[config.mk]
export PLATFORM = sky130hd
export DESIGN_NAME = lbc_top
export DESIGN_NICKNAME = d
export VERILOG_FILES = /design/src/include/lbc_pkg.sv /design/src/include/lbc_qual_if.sv /design/src/rtl/lbc_ctrl_qual.sv /design/src/rtl/lbc_top.sv
export VERILOG_INCLUDE_DIRS = /design/src /design/src/include
export SDC_FILE = /design/constraint.sdc
export NUM_CORES = 1
export LEC_CHECK = 0
export CAP_MARGIN = 20
export CELL_PAD_IN_SITES_DETAIL_PLACEMENT = 2
export CELL_PAD_IN_SITES_GLOBAL_PLACEMENT = 2
export CORE_MARGIN = 2
export CORE_UTILIZATION = 40
export DETAILED_ROUTE_END_ITERATION = 8
export DONT_BUFFER_PORTS = 1
export GPL_TIMING_DRIVEN = 0
export PLACE_DENSITY_LB_ADDON = 0.1
export SLEW_MARGIN = 20
export SYNTH_ARGS = -nofsm -noshare
export SYNTH_HDL_FRONTEND = slang
export SYNTH_HIERARCHICAL = 1
export SYNTH_SLANG_ARGS = --single-unit
[constraint.sdc]
create_clock -name clk_i -period 3.3 [get_ports clk_i]
set_input_delay 0.66 -clock clk_i [delete_from_list [all_inputs] [get_ports clk_i]]
set_output_delay 0.66 -clock clk_i [all_outputs]
set_load 0.05 [all_outputs]
[src/include/lbc_regs.svh]
`ifndef LBC_REGS_SVH
`define LBC_REGS_SVH

// Core clock rate
`define LBC_CLK_MHZ 40

// Times in ns as specified
`define LBC_T_EN_NS 500000
`define LBC_T_DIS_NS 32000000
`define LBC_T_ON_MAX_NS 4500
`define LBC_T_OFF_MIN_NS 400
`define LBC_T_BLANK_NS 400

// Soft-start step length in switch cycles
`define LBC_SS_STEP 256

// Least times round up, longest times round down
`define LBC_CYC_UP(ns) ((((ns) * `LBC_CLK_MHZ) + 999) / 1000)
`define LBC_CYC_DN(ns) (((ns) * `LBC_CLK_MHZ) / 1000)

`endif

[src/include/lbc_pkg.sv]
package lbc_pkg;

    // Pulse modulation states
    typedef enum logic [1:0] {
        LBC_PFM_IDLE,
        LBC_PFM_ON,
        LBC_PFM_OFF
    } lbc_pfm_t;

    // Active peak current limit step
    typedef enum logic [1:0] {
        LBC_PEAK_CURRENT_LIMIT_QUARTER,
        LBC_PEAK_CURRENT_LIMIT_HALF,
        LBC_PEAK_CURRENT_LIMIT_FULL
    } lbc_peak_current_limit_t;

endpackage

[src/include/lbc_qual_if.sv]
`timescale 1ns/10ps
// Enable qualifier to core link
interface lbc_qual_if;
    logic ctrl_s;
    logic enabled;
    logic en_start;
    modport qual (input ctrl_s, output enabled, output en_start);
    modport core (output ctrl_s, input enabled, input en_start);
endinterface

[src/rtl/lbc_ctrl_qual.sv]
`timescale 1ns/10ps
`include "lbc_regs.svh"
module lbc_ctrl_qual
    import lbc_pkg::*;
#(
    parameter int unsigned EN_CYC = `LBC_CYC_UP(`LBC_T_EN_NS),
    parameter int unsigned DIS_CYC = `LBC_CYC_DN(`LBC_T_DIS_NS)
) (
    input wire logic clk_i,
    input wire logic rst_n_i,
    lbc_qual_if.qual q
);

    localparam logic [20:0] RUN_MAX = 21'h1fffff;
    localparam logic [20:0] EN_LAST = 21'(EN_CYC - 1);
    localparam logic [20:0] DIS_LAST = 21'(DIS_CYC - 1);

    logic lvl_q;
    logic [20:0] run_q;
    logic enabled_q;
    logic en_start_q;

    ////////////////////////////////////////////////////////////////
    // Cycles spent at the current input level
    always_ff @(posedge clk_i or negedge rst_n_i) begin
        if (!rst_n_i) begin
            lvl_q <= 1'b0;
            run_q <= 21'h000000;
        end else begin
            lvl_q <= q.ctrl_s;
            if (q.ctrl_s != lvl_q) begin
                run_q <= 21'h000000;
            end else if (run_q != RUN_MAX) begin
                run_q <= run_q + 21'h000001;
            end
        end
    end

    // Enable after long high, disable after long low
    always_ff @(posedge clk_i or negedge rst_n_i) begin
        if (!rst_n_i) begin
            enabled_q <= 1'b0;
            en_start_q <= 1'b0;
        end else begin
            en_start_q <= 1'b0;
            if (!enabled_q && q.ctrl_s && lvl_q && run_q == EN_LAST) begin
                enabled_q <= 1'b1;
                en_start_q <= 1'b1;
            end else if (enabled_q && !q.ctrl_s && !lvl_q && run_q == DIS_LAST) begin
                enabled_q <= 1'b0;
            end
        end
    end

    assign q.enabled = enabled_q;
    assign q.en_start = en_start_q;
endmodule // lbc_ctrl_qual

[src/rtl/lbc_top.sv]
`timescale 1ns/10ps
`include "lbc_regs.svh"
module lbc_top
    import lbc_pkg::*;
#(
    parameter int unsigned EN_CYC = `LBC_CYC_UP(`LBC_T_EN_NS),
    parameter int unsigned DIS_CYC = `LBC_CYC_DN(`LBC_T_DIS_NS)
) (
    input wire logic clk_i,
    input wire logic rst_n_i,
    input wire logic brightness_ctrl_i,
    input wire logic current_sense_feedback_low_i,
    input wire logic peak_current_limit_hit_i,
    input wire logic overvoltage_sense_high_i,
    input wire logic undervoltage_i,
    input wire logic over_temp_i,
    output logic main_power_switch_o,
    output logic led_ground_switch_o,
    output lbc_peak_current_limit_t peak_current_limit_o,
    output logic enabled_o
);

    localparam logic [7:0] TON_CYC = 8'(`LBC_CYC_DN(`LBC_T_ON_MAX_NS));
    localparam logic [7:0] TOFF_CYC = 8'(`LBC_CYC_UP(`LBC_T_OFF_MIN_NS));
    localparam logic [7:0] BLANK_CYC = 8'(`LBC_CYC_UP(`LBC_T_BLANK_NS));
    localparam logic [9:0] SS_STEP = 10'(`LBC_SS_STEP);
    localparam logic [9:0] SS_DONE = 10'(2 * `LBC_SS_STEP);

    // Soft-start count to limit step
    function automatic lbc_peak_current_limit_t peak_current_limit_step(input logic [9:0] cnt);
        if (cnt < SS_STEP) begin
            return LBC_PEAK_CURRENT_LIMIT_QUARTER;
        end else if (cnt < SS_DONE) begin
            return LBC_PEAK_CURRENT_LIMIT_HALF;
        end
        return LBC_PEAK_CURRENT_LIMIT_FULL;
    endfunction

    logic [5:0] raw;
    logic [5:0] s1_q;
    logic [5:0] s2_q;
    logic fb_low_s;
    logic peak_current_limit_hit_s;
    logic ovp_s;
    logic uvlo_s;
    logic otp_s;
    logic hard_fault;
    logic run;
    logic led_close;
    logic fb_ok;
    lbc_pfm_t state_q;
    logic main_q;
    logic led_q;
    logic [7:0] tmr_q;
    logic [7:0] blank_q;
    logic [9:0] ss_cnt_q;
    lbc_peak_current_limit_t peak_current_limit_q;
    logic enabled_q;
    lbc_qual_if qif ();

    ////////////////////////////////////////////////////////////////
    // Two-stage synchronizers on all pin inputs
    assign raw = {brightness_ctrl_i, current_sense_feedback_low_i, peak_current_limit_hit_i,
                  overvoltage_sense_high_i, undervoltage_i, over_temp_i};

    for (genvar i = 0; i < 6; i++) begin : g_sync
        always_ff @(posedge clk_i or negedge rst_n_i) begin
            if (!rst_n_i) begin
                s1_q[i] <= 1'b0;
                s2_q[i] <= 1'b0;
            end else begin
                s1_q[i] <= raw[i];
                s2_q[i] <= s1_q[i];
            end
        end
    end

    assign qif.ctrl_s = s2_q[5];
    assign fb_low_s = s2_q[4];
    assign peak_current_limit_hit_s = s2_q[3];
    assign ovp_s = s2_q[2];
    assign uvlo_s = s2_q[1];
    assign otp_s = s2_q[0];

    ////////////////////////////////////////////////////////////////
    // Enable and shutdown qualification
    lbc_ctrl_qual #(
        .EN_CYC(EN_CYC),
        .DIS_CYC(DIS_CYC)
    ) u_qual (
        .clk_i(clk_i),
        .rst_n_i(rst_n_i),
        .q(qif.qual)
    );

    // Gating terms
    assign hard_fault = uvlo_s || otp_s;
    assign run = qif.enabled && !hard_fault && !ovp_s;
    assign led_close = qif.enabled && qif.ctrl_s && !hard_fault && !led_q;
    // Feedback taken with the LED switch still open is stale, so the closing edge is blanked too
    assign fb_ok = fb_low_s && blank_q == 8'h00 && !led_close;

    ////////////////////////////////////////////////////////////////
    // LED ground switch follows input while enabled and no undervoltage or over-temp
    always_ff @(posedge clk_i or negedge rst_n_i) begin
        if (!rst_n_i) begin
            led_q <= 1'b0;
        end else begin
            led_q <= qif.enabled && qif.ctrl_s && !hard_fault;
        end
    end

    // Feedback blanking after LED switch closes
    always_ff @(posedge clk_i or negedge rst_n_i) begin
        if (!rst_n_i) begin
            blank_q <= 8'h00;
        end else if (led_close) begin
            blank_q <= BLANK_CYC;
        end else if (blank_q != 8'h00) begin
            blank_q <= blank_q - 8'h01;
        end
    end

    ////////////////////////////////////////////////////////////////
    // Peak-current pulse modulation
    always_ff @(posedge clk_i or negedge rst_n_i) begin
        if (!rst_n_i) begin
            state_q <= LBC_PFM_IDLE;
            main_q <= 1'b0;
            tmr_q <= 8'h00;
        end else if (!run) begin
            state_q <= (state_q == LBC_PFM_ON) ? LBC_PFM_OFF : state_q;
            main_q <= 1'b0;
            tmr_q <= (state_q == LBC_PFM_ON) ? 8'h00 : tmr_q;
        end else begin
            case (state_q)
                LBC_PFM_IDLE: begin
                    if (fb_ok) begin
                        state_q <= LBC_PFM_ON;
                        main_q <= 1'b1;
                        tmr_q <= 8'h01;
                    end
                end
                LBC_PFM_ON: begin
                    if (peak_current_limit_hit_s || tmr_q == TON_CYC) begin
                        state_q <= LBC_PFM_OFF;
                        main_q <= 1'b0;
                        tmr_q <= 8'h00;
                    end else begin
                        tmr_q <= tmr_q + 8'h01;
                    end
                end
                LBC_PFM_OFF: begin
                    if (tmr_q >= TOFF_CYC - 8'h01) begin
                        state_q <= LBC_PFM_IDLE;
                    end else begin
                        tmr_q <= tmr_q + 8'h01;
                    end
                end
                default: begin
                    state_q <= LBC_PFM_IDLE;
                    main_q <= 1'b0;
                    tmr_q <= 8'h00;
                end
            endcase
        end
    end

    // Off timer waits while held off, so the minimum off time is still served after
    ////////////////////////////////////////////////////////////////
    // Soft-start switch cycle count and limit step
    always_ff @(posedge clk_i or negedge rst_n_i) begin
        if (!rst_n_i) begin
            ss_cnt_q <= 10'h000;
        end else if (qif.en_start || !qif.enabled) begin
            ss_cnt_q <= 10'h000;
        end else if (run && state_q == LBC_PFM_IDLE && fb_ok && ss_cnt_q != SS_DONE) begin
            ss_cnt_q <= ss_cnt_q + 10'h001;
        end
    end

    always_ff @(posedge clk_i or negedge rst_n_i) begin
        if (!rst_n_i) begin
            peak_current_limit_q <= LBC_PEAK_CURRENT_LIMIT_QUARTER;
            enabled_q <= 1'b0;
        end else begin
            peak_current_limit_q <= peak_current_limit_step(ss_cnt_q);
            enabled_q <= qif.enabled;
        end
    end

    assign main_power_switch_o = main_q;
    assign led_ground_switch_o = led_q;
    assign peak_current_limit_o = peak_current_limit_q;
    assign enabled_o = enabled_q;

    logic [8:0] on_run_q;
    logic [8:0] off_run_q;

    // Consecutive on and off cycle counters
    always_ff @(posedge clk_i or negedge rst_n_i) begin
        if (!rst_n_i) begin
            on_run_q <= 9'h000;
            off_run_q <= 9'h000;
        end else begin
            on_run_q <= main_q ? on_run_q + 9'h001 : 9'h000;
            off_run_q <= main_q ? 9'h000 : ((off_run_q != 9'h1ff) ? off_run_q + 9'h001 : off_run_q);
        end
    end
endmodule // lbc_top

After elaboration in Yosys (flattened, before gate mapping)
Index checks and enable logic that the tools add are counted.

storage, ports and cells
  input port bits = 8
  output and inout bits = 5
  word-level logic and storage cells = 111
  bits in registers = 69

operators by class
  $lt $le $gt $ge = 3
  equal/unequal tests = 13
  muxes and demuxes = 30
  $add $sub $neg = 4
  reduce and logical (&&, ||, !) cells = 37

operator list
  kind                     number
  $mux W8                  7
  $mux W21                 2
  $pmux W8 S3              1
  $add A21 B1 Y21 const B  1
  $eq A21 B15 Y1 const B   1
  $eq A21 B21 Y1 const B   1
  $ne A21 B21 Y1 const B   1
  $mux W10                 2
  $logic_and A1 B1 Y1      16
  $mux W2                  8
  $add A10 B1 Y10 const B  1
  $lt A10 B10 Y1 const B   1
  $lt A10 B9 Y1 const B    1
  $ne A10 B10 Y1 const B   1
  $reduce_bool A2 Y1       5
  $ne A3 B3 Y1 const B     3
  $add A8 B1 Y8 const B    1
  $eq A8 B8 Y1 const B     1
  $ge A8 B4 Y1 const B     1
  $logic_not A8 Y1         1
  $mux W1                  8
  $reduce_bool A8 Y1       1
  $sub A8 B1 Y8 const B    1
  $logic_not A1 Y1         7
  other kinds (11)         14

Longest topological paths before layout
  word-level depth = 10
  depth in mapped cells = 7
  mapped depth without buffers = 7

Modules after synthesis
Netlist, hierarchy kept.

modules (own cells, without submodules)
  module         instances  cells each  area each (sq um)  seq. area each (sq um)
  lbc_top        1          197         2,093.3            1,126.1
  lbc_ctrl_qual  1          159         1,491.4            600.6

Worst setup path before layout
OpenSTA, ideal clock, no wires.

  path type = register -> register
  start = register blank_q[0]
  end = register ss_cnt_q[7]
  setup time = 78 ps
  period minus slack after synthesis = 1,977 ps
  buffers on the path = 0
  stages on the path, launching flop included = 8
  path slack = 1,323 ps
  data required time = 3,222 ps
  arrival = 1,899 ps
  path through = dfrtp_1 inv_1 ha_1 nor4b_2 o2111a_2 nand3_4 or4_1 a21oi_1

on the way
  cells in the longest elaborated chain, start to end = 6

RTL lines
  item                                 RTL line        text
  start: declaration                   lbc_top.sv:55   logic [7:0] blank_q;
  start signal: assignment             lbc_top.sv:120  blank_q <= blank_q - 8'h01;
  $logic_not A8 Y1                     lbc_top.sv:101  assign fb_ok = fb_low_s && blank_q == 8'h00 && !led_close;
  $logic_and A1 B1 Y1 (2 in a row)     lbc_top.sv:101
  $logic_and A1 B1 Y1 (2 in a row)     lbc_top.sv:177  end else if (run && state_q == LBC_PFM_IDLE && fb_ok && ss_cnt_q != SS_DONE) begin
  $reduce_bool A2 Y1 (no source line)  n/a
  end signal: assignment               lbc_top.sv:178  ss_cnt_q <= ss_cnt_q + 10'h001;
  end: declaration                     lbc_top.sv:56   logic [9:0] ss_cnt_q;

Every way passes these cells.
A chain may end at the register's enable or synchronous reset.

Worst setup path after layout
  start = register u_qual.enabled_q (netlist: u_qual/q.enabled)
  end = register tmr_q[4]

on the way
  cells in the longest elaborated chain, start to end = 7
  elaborated cells between the ends (all ways) = 12
  classes of those cells = eq/ne (2); mux (1); reduce/logical (9)

RTL lines
  item                                RTL line             text
  start: declaration                  lbc_ctrl_qual.sv:20  logic enabled_q;
  start signal: assignment            lbc_ctrl_qual.sv:42  enabled_q <= 1'b0;
  start signal: assignment            lbc_ctrl_qual.sv:47  enabled_q <= 1'b1;
  start signal: assignment            lbc_ctrl_qual.sv:50  enabled_q <= 1'b0;
  $logic_and A1 B1 Y1 (3 in a row)    lbc_top.sv:99        assign led_close = qif.enabled && qif.ctrl_s && !hard_fault && !led_q;
  $logic_not A1 Y1                    lbc_top.sv:101
  $logic_and A1 B1 Y1                 lbc_top.sv:101
  $ne A3 B3 Y1 (no source line)       n/a
  $reduce_and A3 Y1 (no source line)  n/a
  end signal: assignment              lbc_top.sv:134       tmr_q <= (state_q == LBC_PFM_ON) ? 8'h00 : tmr_q;
  end signal: assignment              lbc_top.sv:150       tmr_q <= tmr_q + 8'h01;
  end signal: assignment              lbc_top.sv:157       tmr_q <= tmr_q + 8'h01;
  end: declaration                    lbc_top.sv:54        logic [7:0] tmr_q;

Several ways; a longest one is shown, not always the timed one.

==> results.tsv <==
stage	metric	value	unit
status	outcome	finished clean	
global_routing	grt_first_pass_wirelength	16080	um
clock_tree	clkLatencyLatePin	0.36	ns
synth	synth_top_area_share	48.17	%
floorplanning	die_y	98.67	um
routing	drt_iter0_markers	81	
synth	synth_warnings	6	
cells_and_area	design_area	0.003924	mm^2
routing	via_per_inst	5.813	
routing	wirelength	9262	um
timing	timing.fmax	0.4241	GHz
synth	syn_avg_cell_area	10.07	um^2
timing	fin_skew	0.007769	ns
synth	synth.distinct_cells	64	
synth	syn_area	0.003585	mm^2
critical_path	crit_chain	nor4b_1, o21ai_1, and2b_1, a22o_1	
synth	synth_seq_area_share	48.17	%
timing	worst_slew_pin_slew	0.9801	ns
cells_and_area	diodes	0	
floorplanning	die_area	0.009735	mm^2
timing	final_max_slew_viol_count	0	
cells_and_area	final_layout_size_suffix_gt1_share	11.53	%
floorplanning	rows	34	
timing	layout_setup_ws	0.9422	ns
critical_path	crit_path_start_kind	flip-flop	
routing	ant_nets	0	
placed_design	globalplace.congestion	0.7497	
synth	synth_most_common_cell	dfrtp_1	
critical_path	crit_fanout	7	
timing	rsz0062_at_grt	false	
placed_design	post-place-ws	0.9310	ns
timing	finalSetupViolations	0	
placed_design	io_buffers	0	
critical_path	r2r_slack	0.94	ns
clock_tree	cts_setup_buffers	0	
placed_design	placed_area	0.003720	mm^2
power_and_ir_drop	leakagePower	1.620	nW
cells_and_area	final_net_count	383	
placed_design	post-dp-hpwl	6359	um
routing	vias	2796	
global_routing	grt_pass1_vias	3120	
routing	wire_per_inst	19.26	um
clock_tree	cts_tree	built	
synth	synth_top_cells_by_count	dfrtp_1 (69), nand2_1 (30), nor2_1 (28)	
timing	finalCriticalPeriod	2.358	ns
clock_tree	cts-root-buf	clkbuf_8	
critical_path	critPathLaunch	u_qual/q.enabled	
clock_tree	ctsLongestPathBuffers	2	
clock_tree	clock_sinks	69	
synth	synth-main-ff-cell	dfrtp_1	
power_and_ir_drop	ir_drop	0.1488	mV
floorplanning	start_util	41.10	%
critical_path	slowest_stage	nor4b_1	
critical_path	cp-endpoint	tmr_q[4]	
critical_path	cp.arrival	2.65	ns
clock_tree	htreeDepth	3	
critical_path	max_stage_delay	0.77	ns
synth	yosysTopAreaCell	dfrtp_1	
floorplanning	core-area	0.008721	mm^2
critical_path	cp.required	3.59	ns
floorplanning	die_w	98.67	um
cells_and_area	fillers	931	
global_routing	grtUsageTotal	21.02	%
routing	dr.pass1.iters	4	
cells_and_area	area_growth	9.459	%
synth	yosys-top-cells-area	dfrtp_1 (48%), nand2_1 (3.1%), nor2_1 (2.9%)	
synth	synth_edf_count	0	
timing	slew_headroom	33.80	%
routing	drc_errors	0	
synth	ys_ff_latch	69	
min_path	hold_path_class	input pin to asynchronous set/reset pin	
timing	setup_tns	0	ns
critical_path	crit_path_end_kind	flip-flop	
floorplanning	ios	13	
clock_tree	cts_inserted_buffers	9	
synth	synth_fp_nets	371	
global_routing	grt_overflow_total	0	
critical_path	reg2reg_from	u_qual/q.enabled	
cells_and_area	fin_util	44.99	%
synth	async_reset_ff_share	100.0	%
critical_path	reg2regPathDepth	4	
global_routing	grt_max_degree	70	
global_routing	antenna_found_initial	0	
job	max-cap-violations	0	
clock_tree	clk_pin_slew	0.08	ns
critical_path	critical_path_class	flip-flop to flip-flop	
synth	synthCells	356	
timing	hold_viol_final	0	
power_and_ir_drop	power.density	398.2	mW/mm^2
timing	min_period_over_period	71.45	%
critical_path	r2r-end	tmr_q[4]	
[power by group]
group | leakage [nW] | total (W) | internal, W | switching [W]
registers | 0.932 | 0.000871 | 0.000859 | 0.0000118
logic | 0.601 | 0.0000632 | 0.0000180 | 0.0000452
clock network | 0.0880 | 0.000629 | 0.000290 | 0.000339
total | 1.62 | 0.00156 | 0.00117 | 0.000396
[per-layer routing]
layer,routed length (um),track usage [%],vias up,share of wire [%]
met2,4569,34.96,22,49
met4,92,4.953,0,0.99
li1,-,-,1327,-
met3,195,5.957,10,2.1
met5,0,0,-,0
met1,4405,27.38,1437,48
[flip-flops by register name (all words and copies together), names as in the netlist, 2 cells and up]
signal	flops
state_q	2
tmr_q	8
ss_cnt_q	10
s1_q	6
peak_current_limit_o	2
u_qual/run_q	21
blank_q	8
[layout make-up]
class / instances / area [um^2] / area share (%)
buffer: 12 / 73.82 / 1.881
timing repair buffer: 1 / 27.53 / 0.7015
clock inverter: 6 / 38.79 / 0.9885
inverter: 11 / 41.29 / 1.052
clock buffer: 10 / 137.6 / 3.508
tap: 108 / 135.1 / 3.444
sequential: 69 / 1727 / 44.01
multi-input combinational: 264 / 1743 / 44.42
[repair_timing]
| item | 4_1_cts | 5_1_grt |
|---|---|---|
| hold endpoints to repair | 69 | 0 |
| gates resized for setup | 0 | 0 |
| hold buffers | 1 | 0 |
[stage by stage]
step	hold WS [ns]	total power (W)	cells
after floorplan	0.3312	0.0009128	356
after global placement	0.3328	0.0009282	464
after detailed placement	0.3370	0.0009318	464
after CTS	0.1814	0.001601	481
after global routing	0.1768	0.001646	481
final	0.1855	0.001562	481
[worst min path at each step]
stage / endpoint / slack [ns] / depth (start not counted)
2_1_floorplan: fb_low_s / 0.33 / 0
3_3_place_gp: fb_low_s / 0.33 / 0
3_5_place_dp: peak_current_limit_hit_s / 0.34 / 0
4_1_cts: tmr_q[7] / 0.18 / 1
5_1_grt: tmr_q[5] / 0.18 / 1
6_report: tmr_q[5] / 0.19 / 1
[kinds of logic after synthesis]
family                     after synthesis  synth area share (%)
xor gates and xnor gates                13                 3.176
adders and majority gates                7                 2.443
AOI/OAI and AO/OA                       72                 13.33
buffers and inverters                   23                 3.211
DFF                                     69                 48.17
muxes                                    8                 2.234
and+or+nand+nor                        164                 27.44
[critical path, delay by kind of cell (launching register included)]
kind               cells  cell delay (ns)
AOI/OAI and AO/OA      2             0.61
DFF                    1             0.48
and+or+nand+nor        2             1.21
[cells in the final DEF (no fill, tap or decap), drive strengths merged, types with 8 or more instances in the layout]
cell type  count
xor2          10
nor2          30
nand3         18
inv           11
clkbuf        15
buf            8
a21oi         20
dfrtp         69
nand2         31
mux2i          8
nand2b         8
o21ai         22
nand4         17
nor3          13
Note: power is estimated with default switching activity, not from simulation.
